===== config.mk =====
export PLATFORM = sky130hd
export DESIGN_NAME = tlvi_irq_unit
export DESIGN_NICKNAME = d
export VERILOG_FILES = /design/src/verilog/tlvi_irq_unit.v /design/src/verilog/tlvi_arb.v
export VERILOG_INCLUDE_DIRS = /design/src /design/src/verilog
export SDC_FILE = /design/constraint.sdc
export NUM_CORES = 1
export LEC_CHECK = 0
export BUFFER_PORTS_ARGS = -buffer_cell sky130_fd_sc_hd__buf_2
export CAP_MARGIN = 20
export CORE_ASPECT_RATIO = 0.8
export CORE_MARGIN = 2
export CORE_UTILIZATION = 55
export CTS_CLUSTER_SIZE = 28
export DETAILED_ROUTE_END_ITERATION = 12
export PLACE_DENSITY = 0.76
export SYNTH_ARGS = -nofsm -noshare
export SYNTH_HDL_FRONTEND = slang
export SYNTH_SLANG_ARGS = --single-unit

===== constraint.sdc =====
create_clock -name SYS_CLK_I -period 3.6 [get_ports SYS_CLK_I]
set_input_delay 0.9 -clock SYS_CLK_I [delete_from_list [all_inputs] [get_ports SYS_CLK_I]]
set_output_delay 0.9 -clock SYS_CLK_I [all_outputs]
set_load 0.01 [all_outputs]

===== src/verilog/tlvi_consts.vh =====
`ifndef TLVI_CONSTS_VH
`define TLVI_CONSTS_VH

// source count and index width
`define TLVI_NSRC 22
`define TLVI_IDX_W 5

// register addresses on the special register port
`define TLVI_ADDR_IE 8'hA8
`define TLVI_ADDR_IP 8'hB0
`define TLVI_ADDR_EIE_A 8'hB1
`define TLVI_ADDR_EIE_B 8'hB2
`define TLVI_ADDR_EIP_A 8'hB3
`define TLVI_ADDR_EIP_B 8'hB4
`define TLVI_ADDR_STAT 8'hB5
`define TLVI_ADDR_WIN 8'hB6
`define TLVI_ADDR_REQ0 8'hB7
`define TLVI_ADDR_REQ1 8'hB8
`define TLVI_ADDR_REQ2 8'hB9

// field positions
`define TLVI_GATE_BIT 7
`define TLVI_SPARE_BIT 6
`define TLVI_BASE_SRC_W 6
`define TLVI_STAT_ACT_LO 0
`define TLVI_STAT_ACT_HI 1
`define TLVI_STAT_HOLD 2
`define TLVI_STAT_CALL 3
`define TLVI_WIN_VALID 7
`define TLVI_WIN_HI 6

// reset values
`define TLVI_RST_IE 8'h00
`define TLVI_RST_IP 8'hC0
`define TLVI_RST_EXT 8'h00
`define TLVI_IP_RSVD 2'b11

// vector table
`define TLVI_VEC_BASE 16'h0003
`define TLVI_VEC_SHIFT 3

// timing in system clocks
`define TLVI_DETECT_CLK 1
`define TLVI_CALL_CLK 4
`define TLVI_CNT_W 3

`endif


===== src/verilog/tlvi_irq_unit.v =====
`timescale 1ns/100ps
`include "tlvi_consts.vh"

module tlvi_irq_unit #(
    parameter NSRC = `TLVI_NSRC,
    parameter IW = `TLVI_IDX_W
) (
    input wire SYS_CLK_I,
    input wire RESETN_I,
    input wire [7:0] SFR_ADDR_I,
    input wire SFR_WR_I,
    input wire [7:0] SFR_WDATA_I,
    input wire SFR_RD_I,
    output reg [7:0] SFR_RDATA_O,
    input wire [NSRC-1:0] SRC_PEND_I,
    input wire INSTR_END_I,
    input wire IRQ_RETURN_INSTR_END_I,
    output reg CALL_O,
    output reg [15:0] CALL_VEC_O,
    output reg [NSRC-1:0] SRC_ACK_O,
    output reg ACT_LO_O,
    output reg ACT_HI_O
);

    localparam ST_IDLE = 1'b0;
    localparam ST_CALL = 1'b1;
    localparam [`TLVI_CNT_W-1:0] CALL_LAST = `TLVI_CALL_CLK - 1;
    localparam [7:0] RST_LEVEL = `TLVI_RST_IP;

    // enable and level registers
    reg [7:0] interrupt_enable;
    reg [5:0] base_level_reg;
    reg [7:0] ext_enable_reg_a;
    reg [7:0] ext_enable_reg_b;
    reg [7:0] ext_level_reg_a;
    reg [7:0] ext_level_reg_b;

    // service tracking
    reg act_lo;
    reg act_hi;
    reg holdoff;
    reg state;
    reg [`TLVI_CNT_W-1:0] cnt;

    // detect stage
    reg win_valid_q;
    reg win_hi_q;
    reg [IW-1:0] win_idx_q;

    wire global_irq_gate;
    wire [NSRC-1:0] en_bits;
    wire [NSRC-1:0] lvl_bits;
    wire [NSRC-1:0] req;
    wire [NSRC-1:0] eligible;
    wire win_valid;
    wire win_hi;
    wire [IW-1:0] win_idx;
    wire take;
    wire [15:0] next_vec;
    reg [7:0] next_rdata;

    assign global_irq_gate = interrupt_enable[`TLVI_GATE_BIT];

    // order 0..5 in base regs, 6..13 in reg a, 14..21 in reg b
    assign en_bits = {ext_enable_reg_b, ext_enable_reg_a,
                      interrupt_enable[`TLVI_BASE_SRC_W-1:0]};
    assign lvl_bits = {ext_level_reg_b, ext_level_reg_a, base_level_reg};

    genvar g;
    generate
        for (g = 0; g < NSRC; g = g + 1) begin : g_src
            // pending counts regardless of enable, gating happens here
            assign req[g] = SRC_PEND_I[g] & en_bits[g] & global_irq_gate;
            // high may preempt low, nothing preempts high
            assign eligible[g] = req[g] & ~act_hi
                                 & (lvl_bits[g] | ~act_lo);
        end
    endgenerate

    tlvi_arb #(
        .N(NSRC),
        .IW(IW)
    ) u_arb (
        .req_i(eligible),
        .lvl_i(lvl_bits),
        .valid_o(win_valid),
        .hi_o(win_hi),
        .idx_o(win_idx)
    );

    // one clock of detection ahead of the call
    always @(posedge SYS_CLK_I or negedge RESETN_I) begin
        if (!RESETN_I) begin
            win_valid_q <= 1'b0;
            win_hi_q <= 1'b0;
            win_idx_q <= {IW{1'b0}};
        end else begin
            win_valid_q <= win_valid;
            win_hi_q <= win_hi;
            win_idx_q <= win_idx;
        end
    end

    // a call starts only at an ordinary instruction end, never at a return end
    assign take = (state == ST_IDLE) && win_valid_q && INSTR_END_I
                  && !IRQ_RETURN_INSTR_END_I;

    // vector = base + 8 * order
    assign next_vec = `TLVI_VEC_BASE
                      + {{(16 - IW - `TLVI_VEC_SHIFT){1'b0}}, win_idx_q,
                         {`TLVI_VEC_SHIFT{1'b0}}};

    // register writes
    always @(posedge SYS_CLK_I or negedge RESETN_I) begin
        if (!RESETN_I) begin
            interrupt_enable <= `TLVI_RST_IE;
            base_level_reg <= RST_LEVEL[5:0];
            ext_enable_reg_a <= `TLVI_RST_EXT;
            ext_enable_reg_b <= `TLVI_RST_EXT;
            ext_level_reg_a <= `TLVI_RST_EXT;
            ext_level_reg_b <= `TLVI_RST_EXT;
        end else if (SFR_WR_I) begin
            if (SFR_ADDR_I == `TLVI_ADDR_IE) begin
                interrupt_enable <= SFR_WDATA_I;
            end else if (SFR_ADDR_I == `TLVI_ADDR_IP) begin
                base_level_reg <= SFR_WDATA_I[5:0];
            end else if (SFR_ADDR_I == `TLVI_ADDR_EIE_A) begin
                ext_enable_reg_a <= SFR_WDATA_I;
            end else if (SFR_ADDR_I == `TLVI_ADDR_EIE_B) begin
                ext_enable_reg_b <= SFR_WDATA_I;
            end else if (SFR_ADDR_I == `TLVI_ADDR_EIP_A) begin
                ext_level_reg_a <= SFR_WDATA_I;
            end else if (SFR_ADDR_I == `TLVI_ADDR_EIP_B) begin
                ext_level_reg_b <= SFR_WDATA_I;
            end
        end
    end

    // read mux, answered one clock after the strobe
    always @* begin
        next_rdata = 8'h00;
        if (SFR_ADDR_I == `TLVI_ADDR_IE) begin
            next_rdata = interrupt_enable;
        end else if (SFR_ADDR_I == `TLVI_ADDR_IP) begin
            // top two bits are unused and read as one
            next_rdata = {`TLVI_IP_RSVD, base_level_reg};
        end else if (SFR_ADDR_I == `TLVI_ADDR_EIE_A) begin
            next_rdata = ext_enable_reg_a;
        end else if (SFR_ADDR_I == `TLVI_ADDR_EIE_B) begin
            next_rdata = ext_enable_reg_b;
        end else if (SFR_ADDR_I == `TLVI_ADDR_EIP_A) begin
            next_rdata = ext_level_reg_a;
        end else if (SFR_ADDR_I == `TLVI_ADDR_EIP_B) begin
            next_rdata = ext_level_reg_b;
        end else if (SFR_ADDR_I == `TLVI_ADDR_STAT) begin
            next_rdata[`TLVI_STAT_ACT_LO] = act_lo;
            next_rdata[`TLVI_STAT_ACT_HI] = act_hi;
            next_rdata[`TLVI_STAT_HOLD] = holdoff;
            next_rdata[`TLVI_STAT_CALL] = state;
        end else if (SFR_ADDR_I == `TLVI_ADDR_WIN) begin
            next_rdata[`TLVI_WIN_VALID] = win_valid_q;
            next_rdata[`TLVI_WIN_HI] = win_hi_q;
            next_rdata[IW-1:0] = win_idx_q;
        end else if (SFR_ADDR_I == `TLVI_ADDR_REQ0) begin
            next_rdata = req[7:0];
        end else if (SFR_ADDR_I == `TLVI_ADDR_REQ1) begin
            next_rdata = req[15:8];
        end else if (SFR_ADDR_I == `TLVI_ADDR_REQ2) begin
            next_rdata[NSRC-17:0] = req[NSRC-1:16];
        end
    end

    always @(posedge SYS_CLK_I or negedge RESETN_I) begin
        if (!RESETN_I) begin
            SFR_RDATA_O <= 8'h00;
        end else if (SFR_RD_I) begin
            SFR_RDATA_O <= next_rdata;
        end
    end

    // marks the window between a return and the next instruction end
    always @(posedge SYS_CLK_I or negedge RESETN_I) begin
        if (!RESETN_I) begin
            holdoff <= 1'b0;
        end else if (IRQ_RETURN_INSTR_END_I) begin
            holdoff <= 1'b1;
        end else if (INSTR_END_I) begin
            holdoff <= 1'b0;
        end
    end

    // active service levels
    always @(posedge SYS_CLK_I or negedge RESETN_I) begin
        if (!RESETN_I) begin
            act_lo <= 1'b0;
            act_hi <= 1'b0;
        end else if (take) begin
            if (win_hi_q) begin
                act_hi <= 1'b1;
            end else begin
                act_lo <= 1'b1;
            end
        end else if (IRQ_RETURN_INSTR_END_I) begin
            // a return closes the innermost, i.e. highest, level
            if (act_hi) begin
                act_hi <= 1'b0;
            end else begin
                act_lo <= 1'b0;
            end
        end
    end

    // long call sequencer
    always @(posedge SYS_CLK_I or negedge RESETN_I) begin
        if (!RESETN_I) begin
            state <= ST_IDLE;
            cnt <= {`TLVI_CNT_W{1'b0}};
            CALL_O <= 1'b0;
            CALL_VEC_O <= 16'h0000;
            SRC_ACK_O <= {NSRC{1'b0}};
        end else begin
            SRC_ACK_O <= {NSRC{1'b0}};
            case (state)
                ST_IDLE: begin
                    cnt <= {`TLVI_CNT_W{1'b0}};
                    if (take) begin
                        state <= ST_CALL;
                        CALL_O <= 1'b1;
                        CALL_VEC_O <= next_vec;
                        // lets auto-clearing sources drop their flag
                        SRC_ACK_O[win_idx_q] <= 1'b1;
                    end
                end
                ST_CALL: begin
                    if (cnt == CALL_LAST) begin
                        state <= ST_IDLE;
                        CALL_O <= 1'b0;
                        cnt <= {`TLVI_CNT_W{1'b0}};
                    end else begin
                        cnt <= cnt + 1'b1;
                    end
                end
                default: begin
                    state <= ST_IDLE;
                    CALL_O <= 1'b0;
                end
            endcase
        end
    end

    // level outputs for the core
    always @(posedge SYS_CLK_I or negedge RESETN_I) begin
        if (!RESETN_I) begin
            ACT_LO_O <= 1'b0;
            ACT_HI_O <= 1'b0;
        end else begin
            ACT_LO_O <= act_lo;
            ACT_HI_O <= act_hi;
        end
    end

endmodule // tlvi_irq_unit


===== src/verilog/tlvi_arb.v =====
`timescale 1ns/100ps
`include "tlvi_consts.vh"

// two-pass fixed-order picker: high level first, then low
module tlvi_arb #(
    parameter N = `TLVI_NSRC,
    parameter IW = `TLVI_IDX_W
) (
    input wire [N-1:0] req_i,
    input wire [N-1:0] lvl_i,
    output reg valid_o,
    output reg hi_o,
    output reg [IW-1:0] idx_o
);

    integer i;

    always @* begin
        valid_o = 1'b0;
        hi_o = 1'b0;
        idx_o = {IW{1'b0}};
        // scanning downward lets the lowest order number win
        for (i = N - 1; i >= 0; i = i - 1) begin
            if (req_i[i] && lvl_i[i]) begin
                valid_o = 1'b1;
                hi_o = 1'b1;
                idx_o = i[IW-1:0];
            end
        end
        if (!valid_o) begin
            for (i = N - 1; i >= 0; i = i - 1) begin
                if (req_i[i]) begin
                    valid_o = 1'b1;
                    idx_o = i[IW-1:0];
                end
            end
        end
    end

endmodule // tlvi_arb


==> impl_results.md <==
* Status: completed
* Initial antenna violation count at 0
* Drt drc at 0
* Largest Register: SRC_ACK_O
* Critical path fanouts, max at 15
* Layout cells sized above 1 at 0.2815
* DP HPWL at 13390 um
* Power Dens Cells at between 300 and 400 nW/um^2
* GRT overflow at 0
* Largest net degree at the start of global routing at 56
* Setup crit start kind: flop
* Mapped Area at 5483 sq um
* Synth area leaders: dfrtp_1 45%, mux2_2 10%, nand2_1 3.9%, nor2_1 3.5%, o21ai_0 2.5%
* Metal2 WL at between 7000 and 8000 um
* Final period utilization at 0.8185
* Distinct cells, synth at 69
* Cells after Synth at 557
* Required time of the critical path at about 3.9 ns
* # hold bufs at CTS at 0
* First-pass GRT wire length at 27100 um
* Crit path DAT at approximately 3.2 ns
* Die width at ~120 um
* Yosys top cell area share at 0.4518
* Post_cts resized at 0
* Total negative slack at 0 ns
* RSZ-0062 raised after global routing: false
* Syn avg cell area at about 9.8 sq um
* Slew of the pin with the lowest slew margin at 0.7448 ns
* Clock transition at path regs at 0.08 ns
* Routed via count at 5036
* Inserted Clock Buffers at 9
* Async S/R FF share, synth at 1.000
* N_diodes at 0
* Max-cap viol count at 0
* Die area at about 11000 sq um
* # port buffers at 83
* Met1 wire length at ~7500 um
* Die Ht at 93.30 um
* Post-synth EDFFs at 0
* P_leak at 3.087 nW
* Final hold slack at 0.4783 ns
* Slew HR at 0.5035
* GRT Util Overall at 0.3391
* Syn-to-layout area delta at 15.11%
* Crit end category: flop
* Ys flop type: dfrtp_1
* Final wirelength at 17770 um
* #FFs+latches synth at 99
* Met3 WL at 2284 um
* Filler cell count at 811
* Cell taking the most area after synthesis: dfrtp_1
* Highest metal used: met4
* Core ar. at 9689 sq um
* CTS HTree Levels at 3
* Area occupied by multi-input gates at ~2800 sq um
* Setup Skew at 0.009981 ns
* Synth warnings at 0
* Net count, final at 683
* CTS root buf: clkbuf_16
* Via density per instance at approximately 6.5
* Overall power at 2.444 mW
* Pre-antenna DRT Iters at 6
* Reg area at about 2500 sq um
* Vias in the first global route at 4877
* Crit path time final at approximately 2.9 ns
* Starting Density at 0.5659
* Worst IR Drop VDD at 0.2883 mV
* Worst-Skew Late Latency at 0.35 ns
* # rows at 32
* Post-route ant nets at 0
* Hold Fails Final Rpt at 0
* Iter 0 DRT Violations at slightly below 600
* Seq/Total Area, Yosys at 0.4518
* Worst hold path class: flop to flop
* GP Congestion at ~1
* Sink Count at 99
* Crit Path Class: flop to flop
* Max Root-Sink Buffers at 2
* Final Setup Violations at 0
* TritonCTS clock tree: done
* Post CTS Setup Buffer Count at 0
* Max reg flops at 22
* Routed len/inst at between 20 and 25 um
* Highest clock rate at 339.4 MHz
* IO Pins at 93
* Final Max Slew Viols at 0
## routing by layer
metal  global-route usage  up-vias
met5                    0        -
met4              0.09127        0
met3               0.1141       40
met2               0.4888      341
met1               0.4894     2440
li1                     -     2215
## synth_stat cells (6+ instances only)
cell / instances
inv_1: 15
nor2_1: 51
dfrtp_1: 99
nand4_1: 17
nor3_1: 11
a22oi_1: 6
nand2b_1: 9
a31oi_1: 9
and4b_1: 9
buf_4: 10
nor2b_1: 8
o21ai_0: 27
a21oi_1: 17
clkbuf_1: 16
o22ai_1: 7
o211ai_1: 6
nand3_1: 22
mux2_2: 51
nand2_1: 57
## placed cells by master, fill, tap and decap left out, types with 15 or more instances in the layout
master    n
inv_1    15
nand4_1  17
a21oi_1  17
nand2_1  57
mux2_2   51
dfrtp_1  99
nand3_1  22
buf_2    82
nor2_1   51
o21ai_0  27
## worst max-delay path, cell delays in order (launching register included)
cell,delay [ns]
dfrtp_1,0.70
nand2b_1,0.53
a2bb2oi_1,0.30
nand4_1,0.15
or4_4,0.59
and4b_1,0.34
inv_1,0.06
o22ai_1,0.17
## metrics by stage
step	setup WS [ns]	util	instances	instance area [sq um]
after global routing	0.5620	0.6513	779	6311
after global placement	0.3034	0.6209	763	6016
after floorplan	0.8892	-	565	5513
final	0.6534	0.6513	779	6311
after CTS	0.7523	0.6513	779	6311
after detailed placement	0.4628	0.6209	763	6016
## cells by family after synthesis
group / share of synthesized area
compound gates: 0.1572
fa+ha+maj: 0.002282
buf+inv: 0.04336
flops: 0.4518
mux: 0.1262
other cells: 0.0006840
simple gates: 0.2184
## area by class of cell
class                           count  share of cell area
Clock inverter                      7             0.01110
Clock buffer                        9             0.03569
Timing Repair Buffer               95             0.08049
Inverter                           15            0.008921
Tap cell                          136             0.02696
Multi-Input combinational cell    418              0.4443
Sequential cell                    99              0.3925
## power breakdown
part	switching, mW	internal [mW]	total (mW)
sequential	0.0701	1.17	1.24
combinational	0.150	0.0964	0.246
clock	0.472	0.490	0.962
## path summary, 6_finish.rpt
check | start | end | slack [ns] | cells past startpoint
setup / recovery | act_hi$_DFFE_PN0P_ | win_idx_q[2]$_DFF_PN0_ | 0.65 | 7
hold / removal | cnt[0]$_DFF_PN0_ | cnt[0]$_DFF_PN0_ | 0.48 | 1
setup reg to reg | act_hi$_DFFE_PN0P_ | win_idx_q[2]$_DFF_PN0_ | 0.65 | 7
hold reg to reg | cnt[0]$_DFF_PN0_ | cnt[0]$_DFF_PN0_ | 0.48 | 1
max in group asynchronous | RESETN_I | SRC_ACK_O[0]$_DFF_PN0_ | 2.17 | 2
min in group asynchronous | RESETN_I | interrupt_enable[4]$_DFFE_PN0P_ | 0.59 | 1
No activity file was read; power rests on OpenSTA's default activity.
